### src/hdl/otd_defines.vh
// shared constants of the operand type datapath
`ifndef OTD_DEFINES_VH
`define OTD_DEFINES_VH

// --------------------------------------------------------------------
// operation codes on op_code
// --------------------------------------------------------------------
`define OTD_OP_ADD      5'h00
`define OTD_OP_SUB      5'h01
`define OTD_OP_COMPARE  5'h02
`define OTD_OP_AND      5'h03
`define OTD_OP_OR       5'h04
`define OTD_OP_XOR      5'h05
`define OTD_OP_LD_ZFILL 5'h06
`define OTD_OP_LD_SFILL 5'h07
`define OTD_OP_ZERO_WRD 5'h08
`define OTD_OP_WIDEN_SW 5'h09
`define OTD_OP_SHL32    5'h0a
`define OTD_OP_SHR32    5'h0b
`define OTD_OP_SRA32    5'h0c
`define OTD_OP_MUL      5'h0d
`define OTD_OP_DIV      5'h0e
`define OTD_OP_NORM     5'h0f
`define OTD_OP_LD_WORD  5'h10
`define OTD_OP_PUSH32   5'h11
`define OTD_OP_BLK_CHK  5'h12
`define OTD_OP_BR_ABOVE 5'h13
`define OTD_OP_BR_GREAT 5'h14
`define OTD_OP_BR_BCLR  5'h15
`define OTD_OP_BR_BSET  5'h16

// --------------------------------------------------------------------
// shifter modes
// --------------------------------------------------------------------
`define OTD_SH_LEFT     2'h0
`define OTD_SH_RIGHT    2'h1
`define OTD_SH_ARITH    2'h2
`define OTD_SH_NORM     2'h3

// --------------------------------------------------------------------
// placement, byte lanes, counts and reset values
// --------------------------------------------------------------------
`define OTD_LRF_TOP     16'h0100
`define OTD_BE_LOW      2'h1
`define OTD_BE_HIGH     2'h2
`define OTD_BE_WORD     2'h3
`define OTD_DIV_STEPS   5'h10
`define OTD_RST_WORD    16'h0000
`define OTD_RST_RESULT  32'h00000000
`define OTD_RST_FLAG    1'b0
`define OTD_RST_CNT     5'h00
`define OTD_RST_LANE    2'h0

`endif

### src/hdl/otd_addsub.v
// byte or word adder/subtractor with carry, overflow, zero and sign flags
`timescale 1ns/100ps
module otd_addsub (
	input  wire [15:0] a,        // first operand
	input  wire [15:0] b,        // second operand
	input  wire        sub,      // high: a minus b
	input  wire        is_byte,  // high: operate on the low byte only
	output reg  [15:0] sum,      // wrapped result, upper byte zero for bytes
	output reg         carry,    // carry out, or no-borrow on subtract
	output reg         ovf,      // signed result out of range
	output reg         zero,     // result is zero
	output reg         neg       // sign bit of result
);

	reg [16:0] wide;
	reg [15:0] bx;

	// --------------------------------------------------------------------
	// one path for signed and unsigned; flags allow either reading later
	// --------------------------------------------------------------------
	always @*
	begin
		wide = 17'h00000;
		bx   = sub ? ~b : b;
		sum  = 16'h0000;
		if (is_byte)
		begin
			wide  = {9'h000, a[7:0]} + {9'h000, bx[7:0]} + {16'h0000, sub};
			sum   = {8'h00, wide[7:0]};
			carry = wide[8];
			ovf   = (a[7] == bx[7]) && (wide[7] != a[7]);
			neg   = wide[7];
		end
		else
		begin
			wide  = {1'b0, a} + {1'b0, bx} + {16'h0000, sub};
			sum   = wide[15:0];
			carry = wide[16];
			ovf   = (a[15] == bx[15]) && (wide[15] != a[15]);
			neg   = wide[15];
		end
		zero = (sum == 16'h0000);
	end

endmodule

### src/hdl/otd_shifter.v
// 32-bit shifter with carry and rounding residue, plus normalize
`timescale 1ns/100ps
`include "otd_defines.vh"
module otd_shifter (
	input  wire [31:0] val,      // 32-bit operand
	input  wire [4:0]  amt,      // shift count
	input  wire [1:0]  mode,     // left, right, arithmetic, normalize
	output reg  [31:0] res,      // shifted or normalized value
	output reg         carry,    // last bit shifted out
	output reg         sticky,   // or of the bits shifted out before the last on right shifts
	output reg  [4:0]  cnt       // normalize shift count
);

	reg [32:0] lft;
	reg [63:0] rgt;

	// count of leading zeros; a zero value gives 31 so the shift stays in range
	function [4:0] otd_lead_cnt;
		input [31:0] v;
		integer i;
		begin
			otd_lead_cnt = 5'h1f;
			for (i = 0; i < 32; i = i + 1)
				if (v[i])
					otd_lead_cnt = 5'h1f - i[4:0];
		end
	endfunction

	// --------------------------------------------------------------------
	// right shifts keep the last lost bit and an or of the others so a later rounding step can use them
	// --------------------------------------------------------------------
	always @*
	begin
		lft    = {1'b0, val} << amt;
		rgt    = {val, 32'h00000000} >> amt;
		res    = val;
		carry  = 1'b0;
		sticky = 1'b0;
		cnt    = 5'h00;
		case (mode)
			`OTD_SH_LEFT:
			begin
				res   = lft[31:0];
				carry = (amt == 5'h00) ? 1'b0 : lft[32];
			end
			`OTD_SH_RIGHT, `OTD_SH_ARITH:
			begin
				if (mode == `OTD_SH_ARITH)
					rgt = $signed({val, 32'h00000000}) >>> amt;
				res    = rgt[63:32];
				carry  = rgt[31];
				sticky = |rgt[30:0];
			end
			default:
			begin
				cnt = otd_lead_cnt(val);
				res = val << cnt;
			end
		endcase
	end

endmodule

### src/hdl/otd_datapath.v
// operand type datapath: byte/word arithmetic, 32-bit ops, loads and branches
//
// Behaviour
// - byte arithmetic wraps modulo 256; byte logic works on each bit alone.
// - signed byte result outside -128..+127 sets overflow flags; value as unsigned.
// - signed word result outside -32768..+32767 sets overflow flags; value as unsigned.
// - word arithmetic wraps modulo 65536; word logic works bit by bit.
// - bits numbered 0..7 in bytes, 0..15 in words, bit 0 least significant.
// - word low byte at even address, high byte at next odd address.
// - bytes, signed or unsigned, are accepted at any address.
// - 32-bit operands only for shifts, normalize, 32/16 divide and 16x16 product.
// - 32-bit values keep low word at lower address; high word pushed first.
// - 64-bit operands only for block move, lower register file, divisible by eight.
// - zero-fill byte load clears upper byte; zero word op clears upper word.
// - sign-fill byte load and word widen copy the sign bit upward.
// - add, subtract and compare share one path for signed and unsigned.
// - above branch reads flags unsigned, greater branch reads them signed.
// - bits reached only inside bytes or words; bit branches test one bit.
// - normalize a 32-bit value; residue flag aids rounding with carry.
`timescale 1ns/100ps
`include "otd_defines.vh"
module otd_datapath (
	input  wire        ref_clk,      // core clock, 40 MHz
	input  wire        rst,          // synchronous reset, active high
	input  wire        op_start,     // one-cycle request, taken when not busy
	input  wire [4:0]  op_code,      // operation code
	input  wire        is_byte,      // byte size for add, sub, compare, logic
	input  wire [15:0] opd_a,        // first 16-bit operand
	input  wire [15:0] opd_b,        // second operand, shift count, bit number
	input  wire [31:0] opd_wide,     // 32-bit operand
	input  wire [15:0] opd_addr,     // operand address or stack pointer
	input  wire [15:0] mem_rdata,    // read word, sampled in the cycle mem_re_r is high
	output reg         busy_r,       // operation in progress
	output reg         done_r,       // one-cycle completion pulse
	output reg  [31:0] result_r,     // result value
	output reg  [4:0]  norm_cnt_r,   // normalize shift count
	output reg         branch_r,     // branch decision of last branch op
	output reg         align_err_r,  // last operand placement was unsupported
	output reg         flag_z_r,     // zero flag
	output reg         flag_n_r,     // negative flag
	output reg         flag_c_r,     // carry flag
	output reg         flag_v_r,     // overflow flag
	output reg         flag_vt_r,    // sticky overflow flag
	output reg         flag_st_r,    // rounding residue flag
	output reg  [15:0] mem_addr_r,   // word address to memory, forced even for loads only
	output reg  [15:0] mem_wdata_r,  // write word
	output reg  [1:0]  mem_be_r,     // byte lanes, bit 0 = even byte
	output reg         mem_we_r,     // write strobe, one cycle per word written, two back-to-back cycles for a push
	output reg         mem_re_r      // one-cycle read strobe
);

	// --------------------------------------------------------------------
	// states
	// --------------------------------------------------------------------
	localparam [3:0] ST_IDLE  = 4'h1;
	localparam [3:0] ST_READ  = 4'h2;
	localparam [3:0] ST_DIV   = 4'h4;
	localparam [3:0] ST_PUSH2 = 4'h8;

	reg  [3:0]  state_r,     state_nxt;
	reg         busy_nxt,    done_nxt,     branch_nxt,   align_err_nxt;
	reg  [31:0] result_nxt;
	reg  [4:0]  norm_cnt_nxt;
	reg         flag_z_nxt,  flag_n_nxt,   flag_c_nxt;
	reg         flag_v_nxt,  flag_vt_nxt,  flag_st_nxt;
	reg  [15:0] mem_addr_nxt, mem_wdata_nxt;
	reg  [1:0]  mem_be_nxt;
	reg         mem_we_nxt,  mem_re_nxt;
	reg  [4:0]  op_hold_r,   op_hold_nxt;
	reg         lane_hi_r,   lane_hi_nxt;
	reg  [15:0] div_rem_r,   div_rem_nxt;
	reg  [15:0] div_quo_r,   div_quo_nxt;
	reg  [15:0] div_den_r,   div_den_nxt;
	reg  [4:0]  div_cnt_r,   div_cnt_nxt;
	reg  [15:0] push_lo_r,   push_lo_nxt;

	reg  [16:0] div_try;
	reg         div_ge;
	reg  [7:0]  rd_byte;
	reg  [1:0]  sh_mode;
	reg         is_sub;

	wire [15:0] as_sum;
	wire        as_c, as_v, as_z, as_n;
	wire [31:0] sh_res;
	wire        sh_c, sh_st;
	wire [4:0]  sh_cnt;

	// 32-bit operands must sit in the lower register file on a four-byte boundary
	function bad_place;
		input [15:0] adr;
		input [2:0]  mask;
		begin
			bad_place = ((adr[2:0] & mask) != 3'h0) || (adr >= `OTD_LRF_TOP);
		end
	endfunction

	// --------------------------------------------------------------------
	// arithmetic and shift units
	// --------------------------------------------------------------------
	otd_addsub u_addsub (
		.a       (opd_a),
		.b       (opd_b),
		.sub     (is_sub),
		.is_byte (is_byte),
		.sum     (as_sum),
		.carry   (as_c),
		.ovf     (as_v),
		.zero    (as_z),
		.neg     (as_n)
	);

	otd_shifter u_shifter (
		.val    (opd_wide),
		.amt    (opd_b[4:0]),
		.mode   (sh_mode),
		.res    (sh_res),
		.carry  (sh_c),
		.sticky (sh_st),
		.cnt    (sh_cnt)
	);

	// unit controls follow the op code directly
	always @*
	begin
		is_sub = (op_code == `OTD_OP_SUB) || (op_code == `OTD_OP_COMPARE);
		case (op_code)
			`OTD_OP_SHL32: sh_mode = `OTD_SH_LEFT;
			`OTD_OP_SHR32: sh_mode = `OTD_SH_RIGHT;
			`OTD_OP_SRA32: sh_mode = `OTD_SH_ARITH;
			default:       sh_mode = `OTD_SH_NORM;
		endcase
	end

	// --------------------------------------------------------------------
	// next-state logic
	// --------------------------------------------------------------------
	always @*
	begin
		state_nxt     = state_r;
		busy_nxt      = busy_r;
		done_nxt      = 1'b0;
		branch_nxt    = branch_r;
		align_err_nxt = align_err_r;
		result_nxt    = result_r;
		norm_cnt_nxt  = norm_cnt_r;
		flag_z_nxt    = flag_z_r;
		flag_n_nxt    = flag_n_r;
		flag_c_nxt    = flag_c_r;
		flag_v_nxt    = flag_v_r;
		flag_vt_nxt   = flag_vt_r;
		flag_st_nxt   = flag_st_r;
		mem_addr_nxt  = mem_addr_r;
		mem_wdata_nxt = mem_wdata_r;
		mem_be_nxt    = mem_be_r;
		mem_we_nxt    = 1'b0;
		mem_re_nxt    = 1'b0;
		op_hold_nxt   = op_hold_r;
		lane_hi_nxt   = lane_hi_r;
		div_rem_nxt   = div_rem_r;
		div_quo_nxt   = div_quo_r;
		div_den_nxt   = div_den_r;
		div_cnt_nxt   = div_cnt_r;
		push_lo_nxt   = push_lo_r;
		div_try       = {div_rem_r, div_quo_r[15]};
		div_ge        = (div_try >= {1'b0, div_den_r});
		rd_byte       = lane_hi_r ? mem_rdata[15:8] : mem_rdata[7:0];
		case (state_r)
			ST_IDLE:
			begin
				if (op_start)
				begin
					op_hold_nxt   = op_code;
					align_err_nxt = 1'b0;
					done_nxt      = 1'b1;
					case (op_code)
						`OTD_OP_ADD, `OTD_OP_SUB, `OTD_OP_COMPARE:
						begin
							// compare keeps the result and changes only flags
							if (op_code != `OTD_OP_COMPARE)
								result_nxt = {16'h0000, as_sum};
							flag_z_nxt  = as_z;
							flag_n_nxt  = as_n;
							flag_c_nxt  = as_c;
							flag_v_nxt  = as_v;
							flag_vt_nxt = flag_vt_r | as_v;
						end
						`OTD_OP_AND, `OTD_OP_OR, `OTD_OP_XOR:
						begin
							if (op_code == `OTD_OP_AND)
								result_nxt = {16'h0000, opd_a & opd_b};
							else if (op_code == `OTD_OP_OR)
								result_nxt = {16'h0000, opd_a | opd_b};
							else
								result_nxt = {16'h0000, opd_a ^ opd_b};
							if (is_byte)
								result_nxt[15:8] = 8'h00;
							flag_z_nxt = is_byte ? (result_nxt[7:0] == 8'h00)
							                     : (result_nxt[15:0] == 16'h0000);
							flag_n_nxt = is_byte ? result_nxt[7] : result_nxt[15];
							flag_c_nxt = 1'b0;
							flag_v_nxt = 1'b0;
						end
						`OTD_OP_LD_ZFILL, `OTD_OP_LD_SFILL, `OTD_OP_LD_WORD:
						begin
							// memory is a word array; the address bit picks the lane
							done_nxt     = 1'b0;
							busy_nxt     = 1'b1;
							mem_re_nxt   = 1'b1;
							mem_addr_nxt = {opd_addr[15:1], 1'b0};
							lane_hi_nxt  = opd_addr[0];
							if (op_code == `OTD_OP_LD_WORD)
							begin
								mem_be_nxt    = `OTD_BE_WORD;
								align_err_nxt = opd_addr[0];
							end
							else
								mem_be_nxt = opd_addr[0] ? `OTD_BE_HIGH : `OTD_BE_LOW;
							state_nxt = ST_READ;
						end
						`OTD_OP_ZERO_WRD:
							result_nxt = {16'h0000, opd_a};
						`OTD_OP_WIDEN_SW:
							result_nxt = {{16{opd_a[15]}}, opd_a};
						`OTD_OP_SHL32, `OTD_OP_SHR32, `OTD_OP_SRA32:
						begin
							result_nxt    = sh_res;
							align_err_nxt = bad_place(opd_addr, 3'h3);
							flag_z_nxt    = (sh_res == 32'h00000000);
							flag_n_nxt    = sh_res[31];
							flag_c_nxt    = sh_c;
							flag_v_nxt    = 1'b0;
							flag_st_nxt   = sh_st;
						end
						`OTD_OP_MUL:
						begin
							result_nxt    = opd_a * opd_b;
							align_err_nxt = bad_place(opd_addr, 3'h3);
						end
						`OTD_OP_DIV:
						begin
							align_err_nxt = bad_place(opd_addr, 3'h3);
							// a quotient wider than 16 bits or a zero divisor cannot be formed
							if (opd_wide[31:16] >= opd_b)
							begin
								flag_v_nxt  = 1'b1;
								flag_vt_nxt = 1'b1;
							end
							else
							begin
								done_nxt    = 1'b0;
								busy_nxt    = 1'b1;
								flag_v_nxt  = 1'b0;
								div_rem_nxt = opd_wide[31:16];
								div_quo_nxt = opd_wide[15:0];
								div_den_nxt = opd_b;
								div_cnt_nxt = `OTD_DIV_STEPS;
								state_nxt   = ST_DIV;
							end
						end
						`OTD_OP_NORM:
						begin
							result_nxt    = sh_res;
							norm_cnt_nxt  = sh_cnt;
							align_err_nxt = bad_place(opd_addr, 3'h3);
							flag_z_nxt    = (opd_wide == 32'h00000000);
						end
						`OTD_OP_PUSH32:
						begin
							// high word goes first so the low word lands lower
							done_nxt      = 1'b0;
							busy_nxt      = 1'b1;
							mem_we_nxt    = 1'b1;
							mem_be_nxt    = `OTD_BE_WORD;
							mem_addr_nxt  = opd_addr - 16'h0002;
							mem_wdata_nxt = opd_wide[31:16];
							push_lo_nxt   = opd_wide[15:0];
							align_err_nxt = opd_addr[0];
							state_nxt     = ST_PUSH2;
						end
						`OTD_OP_BLK_CHK:
							align_err_nxt = bad_place(opd_addr, 3'h7);
						`OTD_OP_BR_ABOVE:
							branch_nxt = flag_c_r & ~flag_z_r;
						`OTD_OP_BR_GREAT:
							branch_nxt = ~flag_z_r & ~(flag_n_r ^ flag_v_r);
						`OTD_OP_BR_BCLR:
							branch_nxt = ~opd_a[opd_b[3:0]];
						`OTD_OP_BR_BSET:
							branch_nxt = opd_a[opd_b[3:0]];
						default:
							align_err_nxt = 1'b0;
					endcase
				end
			end
			ST_READ:
			begin
				// read data is taken in the cycle the strobe is high
				case (op_hold_r)
					`OTD_OP_LD_ZFILL: result_nxt = {24'h000000, rd_byte};
					`OTD_OP_LD_SFILL: result_nxt = {16'h0000, {8{rd_byte[7]}}, rd_byte};
					default:          result_nxt = {16'h0000, mem_rdata};
				endcase
				busy_nxt  = 1'b0;
				done_nxt  = 1'b1;
				state_nxt = ST_IDLE;
			end
			ST_DIV:
			begin
				// restoring division, one quotient bit per cycle
				div_rem_nxt = div_ge ? (div_try[15:0] - div_den_r) : div_try[15:0];
				div_quo_nxt = {div_quo_r[14:0], div_ge};
				div_cnt_nxt = div_cnt_r - 5'h01;
				if (div_cnt_r == 5'h01)
				begin
					result_nxt = {div_rem_nxt, div_quo_nxt};
					busy_nxt   = 1'b0;
					done_nxt   = 1'b1;
					state_nxt  = ST_IDLE;
				end
			end
			ST_PUSH2:
			begin
				mem_we_nxt    = 1'b1;
				mem_addr_nxt  = mem_addr_r - 16'h0002;
				mem_wdata_nxt = push_lo_r;
				result_nxt    = {16'h0000, mem_addr_r - 16'h0002};
				busy_nxt      = 1'b0;
				done_nxt      = 1'b1;
				state_nxt     = ST_IDLE;
			end
			default:
			begin
				busy_nxt  = 1'b0;
				state_nxt = ST_IDLE;
			end
		endcase
	end

	// --------------------------------------------------------------------
	// registers
	// --------------------------------------------------------------------
	always @(posedge ref_clk)
	begin
		if (rst)
		begin
			state_r     <= ST_IDLE;
			busy_r      <= `OTD_RST_FLAG;
			done_r      <= `OTD_RST_FLAG;
			branch_r    <= `OTD_RST_FLAG;
			align_err_r <= `OTD_RST_FLAG;
			result_r    <= `OTD_RST_RESULT;
			norm_cnt_r  <= `OTD_RST_CNT;
			flag_z_r    <= `OTD_RST_FLAG;
			flag_n_r    <= `OTD_RST_FLAG;
			flag_c_r    <= `OTD_RST_FLAG;
			flag_v_r    <= `OTD_RST_FLAG;
			flag_vt_r   <= `OTD_RST_FLAG;
			flag_st_r   <= `OTD_RST_FLAG;
			mem_addr_r  <= `OTD_RST_WORD;
			mem_wdata_r <= `OTD_RST_WORD;
			mem_be_r    <= `OTD_RST_LANE;
			mem_we_r    <= `OTD_RST_FLAG;
			mem_re_r    <= `OTD_RST_FLAG;
			op_hold_r   <= `OTD_RST_CNT;
			lane_hi_r   <= `OTD_RST_FLAG;
			div_rem_r   <= `OTD_RST_WORD;
			div_quo_r   <= `OTD_RST_WORD;
			div_den_r   <= `OTD_RST_WORD;
			div_cnt_r   <= `OTD_RST_CNT;
			push_lo_r   <= `OTD_RST_WORD;
		end
		else
		begin
			state_r     <= state_nxt;
			busy_r      <= busy_nxt;
			done_r      <= done_nxt;
			branch_r    <= branch_nxt;
			align_err_r <= align_err_nxt;
			result_r    <= result_nxt;
			norm_cnt_r  <= norm_cnt_nxt;
			flag_z_r    <= flag_z_nxt;
			flag_n_r    <= flag_n_nxt;
			flag_c_r    <= flag_c_nxt;
			flag_v_r    <= flag_v_nxt;
			flag_vt_r   <= flag_vt_nxt;
			flag_st_r   <= flag_st_nxt;
			mem_addr_r  <= mem_addr_nxt;
			mem_wdata_r <= mem_wdata_nxt;
			mem_be_r    <= mem_be_nxt;
			mem_we_r    <= mem_we_nxt;
			mem_re_r    <= mem_re_nxt;
			op_hold_r   <= op_hold_nxt;
			lane_hi_r   <= lane_hi_nxt;
			div_rem_r   <= div_rem_nxt;
			div_quo_r   <= div_quo_nxt;
			div_den_r   <= div_den_nxt;
			div_cnt_r   <= div_cnt_nxt;
			push_lo_r   <= push_lo_nxt;
		end
	end

endmodule

### config.mk
export PLATFORM = sky130hd
export DESIGN_NAME = otd_datapath
export DESIGN_NICKNAME = d
export VERILOG_FILES = /design/src/hdl/otd_addsub.v /design/src/hdl/otd_shifter.v /design/src/hdl/otd_datapath.v
export VERILOG_INCLUDE_DIRS = /design/src /design/src/hdl
export SDC_FILE = /design/constraint.sdc
export NUM_CORES = 2
export LEC_CHECK = 0
export BUFFER_PORTS_ARGS = -buffer_cell sky130_fd_sc_hd__buf_4
export CORE_AREA = 2 2 241 290
export CTS_CLUSTER_DIAMETER = 150
export DETAILED_ROUTE_END_ITERATION = 10
export DIE_AREA = 0 0 243 292
export GPL_TIMING_DRIVEN = 0
export PLACE_DENSITY = 0.56
export SKIP_CTS_REPAIR_TIMING = 1
export SYNTH_ARGS = -nofsm -noshare
export SYNTH_HDL_FRONTEND = slang
export SYNTH_SLANG_ARGS = --single-unit
export TNS_END_PERCENT = 20
### constraint.sdc
create_clock -name ref_clk -period 26.9 [get_ports ref_clk]
set_clock_uncertainty 0.2 [all_clocks]
set_input_delay 5.38 -clock ref_clk [delete_from_list [all_inputs] [get_ports ref_clk]]
set_output_delay 5.38 -clock ref_clk [all_outputs]
set_load 0.05 [all_outputs]
# Yosys cells after proc, flatten, opt, wreduce, memory -nomap -nowiden
# Index checks and enable logic that the tools add are counted.
# word_totals
out_inout_bits,83
input_bits,105
elab_cells,274
regBits,162
# op_classes
bitwise_logic,14
n_mul,1
reduce_logical,55
n_addsub,8
order_cmp,4
muxes,115
shifts,4
eq_ne,48
# ops
cell,n
$mux 16,14
$mux 32,6
$pmux 16 s2,6
$pmux 32 s6,1
$mux 64,2
$pmux 32 s4,1
$mux 5,21
$logic_not 32->1,2
$pmux 32 s2,1
$shr 64x5->64,1
$sshr 64x5->64,1
$mux 4,11
$eq 5x4->1 const B,8
$mux 8,5
$eq 5x5->1 const B,7
$reduce_and 3->1,11
$shl 32x5->33,1
$logic_not 16->1,2
$mul 16x16->32,1
$shl 32x5->32,1
$sub 16x2->16 const B,2
$reduce_or 31->1,1
$eq 5x3->1 const B,6
$mux 1,20
62 further kinds,117

# Longest topological paths before layout
# depth
word_depth,37
ltp_mapped,31
mapped_depth_nobuf,26

# Cells and area by module
# A second synthesis with hierarchy kept.
# hier_totals
cells_unflattened,3452
area_unflattened_um2,26560.5
# modules_own_cells
mod,seq_area_each_um2,instances,area_per_inst_um2,cells_each
otd_datapath,3243.1,1,19327.3,2461
otd_shifter,0.0,1,6274.8,865
otd_addsub,0.0,1,958.4,126

# Worst setup path before layout
# OpenSTA, ideal clock, no wires.
# synth_path
path_type,in2reg
from,input opd_b[2]
to,register result_r[18]
setup_ps,137
n_path_buf,7
t_required_ps,26563
slack_ps,14346
cell_stages,30
arrival_ps,12218
cell_sequence,buf_2 > buf_2 > buf_2 > buf_1 > clkbuf_1 > buf_2 > buf_1 > nand2_1 > fa_1 > inv_1 > fa_1 > inv_1 > fa_1 > inv_1 > fa_1 > inv_1 > fa_1 > inv_1 > fa_1 > ha_1 > or3_1 > o21ai_0 > nor2_1 > a21o_1 > a21o_1 > a21o_1 > a211oi_1 > a2111oi_0 > o21ai_0 > a31oi_1
# synth_between
elab_chain_len,7
# synth_rtl
item,line_no,source
"start, declared",otd_datapath.v:29,"input wire [15:0] opd_b,"
branches (longest 4 deep; another with $mul 16x16->32),n/a,
$pmux 32 s6 (*),otd_datapath.v:176,case (op_code)
$mux 32 (*),otd_datapath.v:171,if (op_start)
$pmux 32 s4 (*),otd_datapath.v:168,case (state_r)
"end signal, assigned",otd_datapath.v:352,result_r <= `OTD_RST_RESULT;
"end signal, assigned",otd_datapath.v:380,result_r <= result_nxt;
"end, declared",otd_datapath.v:35,"output reg [31:0] result_r,"
# Mark *: on every way between the ends. The select of a mux whose other input is x is not followed.
# A chain may end at the register's enable or synchronous reset.

# Worst setup path after layout
# Ends and elaborated chain as after synthesis.

==> impl_metrics.env <==
export IMPL_yosys_top_cells_count="nand2_1, nor2_1, inv_1"
export IMPL_fp_dieH_um=292
export IMPL_hold_violations=0
export IMPL_critPathLaunchType="input pin"
export IMPL_cts_buffers=17
export IMPL_cp_max_fo=10
export IMPL_num_rows=105
export IMPL_synth_top_area_frac=0.145
export IMPL_nets=4259
export IMPL_core_region_area_um2=68100
export IMPL_routed_via_density=6.44
export IMPL_track_usage=0.417
export IMPL_synth_edf_count=0
export IMPL_period_share=0.563
export IMPL_setup_viol_count_final=0
export IMPL_yosysMostFrequentCell="nand2_1"
export IMPL_p_switching_mw=1.27
export IMPL_initial_core_util=0.396
export IMPL_rsz0062_at_grt="false"
export IMPL_insertion_delay_ns=0.46
export IMPL_postSynthAreaPerCell_um2=7.56
export IMPL_cp_depth=30
export IMPL_failed_checks="capacitance limit, slew limit"
export IMPL_seq_power_share=0.110
export IMPL_min_path_cells=2
export IMPL_synth_cells=3568
export IMPL_final_max_slew_violation_count=11
export IMPL_antenna_found_initial=8
export IMPL_drcViolationCount=0
export IMPL_vias=30300
export IMPL_dieArea_um2=71000
export IMPL_p_sw_frac=0.552
export IMPL_synthArstFlopShare=0
export IMPL_crit_path_end_kind="flip-flop"
export IMPL_synth_ff_type="dfxtp_1"
export IMPL_p_per_area_nw_per_um2=76.3
export IMPL_drtIter0Drc=3674
export IMPL_period_needed_ns=15.16
export IMPL_grt_max_degree=17
export IMPL_die_x_um=243
export IMPL_synth_area_leader_cell="fa_1"
export IMPL_ir_drop_mv=0.137
export IMPL_fin_tns_setup_ns=0
export IMPL_worst_path_buf_inv=13
export IMPL_maxCapViolations=1
export IMPL_cts_num_sinks=162
export IMPL_grt_pass1_vias=29400
export IMPL_worstSetupPathType="in -> reg"
export IMPL_crit_top_cell="fa_1"
export IMPL_drtAntennaViolNets=0
export IMPL_syn2layout_area_growth_pct=11.5
export IMPL_cp_slowest_cell="a2111oi_1"
export IMPL_yosysWarnings=0
export IMPL_cts_clk_slew_worst_paths_ns=0.07
export IMPL_status="complete, but fails checks"
export IMPL_gp_congestion=1.07
export IMPL_p_comb_frac=0.778
export IMPL_wl_um=151000
export IMPL_pwr_share_clk=0.112
export IMPL_drt_pass1_iter_count=7
export IMPL_wl_per_cell_um=32.1
export IMPL_h_tree_depth=4
export IMPL_clockBufferDepth=2
export IMPL_ioPinCount=188
export IMPL_gr_total_overflow=0
export IMPL_arrival_ns=15.34
export IMPL_grt_first_pass_wirelength_um=213000
export IMPL_leakagePower_nw=12.7
export IMPL_slew_headroom=-0.0955
export IMPL_p_int_mw=1.03
export IMPL_netlist_area_um2=27000
export IMPL_synth_area_leaders="fa_1, dfxtp_1, ha_1"
export IMPL_synth_cell_types=100
export IMPL_yosysSeqAreaShare=0.120
export IMPL_reg2regPathDepth=10
export IMPL_dp_slack_ns=11.45
export IMPL_cts_root_buf="clkbuf_16"
export IMPL_synth_net_count=4060
export IMPL_io_buffers=179
export IMPL_worst_pin_slew_ns=1.64
export IMPL_hold_path_class="reg -> reg"
export IMPL_synth_seq_cells=162
export IMPL_cts_tree="yes"
export IMPL_fmax_mhz=66.0
export IMPL_critPathTopFamily="buffers and inverters"
export IMPL_cpPeakStageDelay_ns=0.98
export IMPL_required_ns=27.08
export IMPL_worst_slack_ns=11.74
export IMPL_drive_gt1_frac=0.110
export IMPL_hpwl_um=118000
export IMPL_hold_slack_ns=0.255
## kinds of logic (layout without fill, tap and decap cells)
kind of cell | count (synthesis) | count (layout) | share of synthesized area
buffers and inverters | 594 | 806 | 0.0872
AND/OR/NAND/NOR | 1240 | 1240 | 0.205
other | 0 | 7 | 0
AO/OA/AOI/OAI | 891 | 891 | 0.219
flip-flops | 162 | 162 | 0.120
multiplexers | 202 | 202 | 0.105
XOR/XNOR | 92 | 92 | 0.0299
adder cells (fa/ha/maj) | 387 | 387 | 0.234
## state kept, by name, summed over array words and instances (netlist names), 2 cells and up
| signal | count |
|---|---|
| div_cnt_r | 5 |
| mem_be_r | 2 |
| state_r | 4 |
| div_rem_r | 16 |
| div_quo_r | 16 |
| push_lo_r | 16 |
| result_r | 32 |
| div_den_r | 16 |
| op_hold_r | 5 |
| mem_wdata_r | 16 |
| mem_addr_r | 16 |
| norm_cnt_r | 5 |
## cell usage in the layout (no fill, tap or decap), types with 19 or more instances in the layout
master / synthesis / layout
nand2_1: 514 / 514
nor2_1: 361 / 361
inv_1: 308 / 308
a21oi_1: 229 / 229
clkbuf_1: 199 / 197
fa_1: 196 / 196
ha_1: 191 / 191
buf_4: 10 / 189
o21ai_0: 166 / 166
dfxtp_1: 162 / 162
mux2i_1: 97 / 97
nor3_1: 79 / 79
nand3_1: 75 / 75
a31oi_1: 70 / 70
mux4_2: 59 / 59
xnor2_1: 54 / 54
a211oi_1: 45 / 45
mux2_2: 43 / 43
xor2_1: 38 / 38
a21o_1: 37 / 37
buf_2: 34 / 35
o211ai_1: 35 / 35
a221oi_1: 33 / 33
o22ai_1: 33 / 33
nand2b_1: 32 / 32
buf_1: 28 / 28
a311oi_1: 27 / 27
nor4_1: 27 / 26
nor2b_1: 23 / 23
o21a_1: 20 / 20
a22oi_1: 20 / 20
and2_1: 19 / 19
and3_1: 19 / 19
o221ai_1: 19 / 19
## layer usage
metal / GRT usage / vias to the layer above / share of wire
met5: 0 / - / 0.00068
met4: 0.297 / 16 / 0.086
met3: 0.0894 / 526 / 0.094
met2: 0.651 / 1809 / 0.44
met1: 0.510 / 14900 / 0.38
li1: - / 13000 / -
## worst register-to-register path, stage by stage, from the launching register on
cell	delay, ns
dfxtp_1	0.42
nor4b_1	0.98
nand2_1	0.42
nor2_1	0.30
a21boi_0	0.51
nor2_1	0.09
nor2_1	0.61
clkbuf_1	0.58
o211ai_1	0.29
o21ai_0	0.17
nor2_1	0.05
## cell type report
cell class / count / area [um2]
fillers: 7338 / 38000
multi-input cells: 2812 / 21400
flip-flops and latches: 162 / 3240
repair buffers: 180 / 1350
inverters: 319 / 1200
plain buffers: 275 / 1160
well taps: 909 / 1140
clock buffers: 19 / 443
clock inverters: 13 / 149
diodes: 7 / 17.5
## power groups by stage
stage	combinational (mW)	clock, mW	sequential [mW]
2_1_floorplan	1.13	0	0.272
3_3_place_gp	1.74	0	0.257
3_5_place_dp	1.74	0	0.257
4_1_cts	1.75	0.259	0.252
5_1_grt	1.92	0.269	0.252
6_report	1.78	0.258	0.252
## final timing paths
path         slack (ns)                       start                         end
max reg2reg       22.14     state_r[0]$_SDFFE_PP1P_    result_r[4]$_SDFFE_PP0P_
min                0.26  div_den_r[13]$_SDFFE_PP0P_  div_den_r[13]$_SDFFE_PP0P_
min reg2reg        0.26  div_den_r[13]$_SDFFE_PP0P_  div_den_r[13]$_SDFFE_PP0P_
max               11.74                    opd_b[2]   result_r[18]$_SDFFE_PP0P_
## stage by stage
| stage | utilization | power [mW] | std cells | instance area, um2 |
|---|---|---|---|---|
| floorplan | - | 1.40 | 3568 | 27000 |
| global placement | 0.433 | 2.00 | 4656 | 29500 |
| detailed placement | 0.433 | 1.99 | 4656 | 29500 |
| CTS | 0.442 | 2.26 | 4688 | 30100 |
| global route | 0.442 | 2.44 | 4690 | 30100 |
| finish | 0.442 | 2.29 | 4696 | 30100 |
Power figures use the tool's default switching activity.
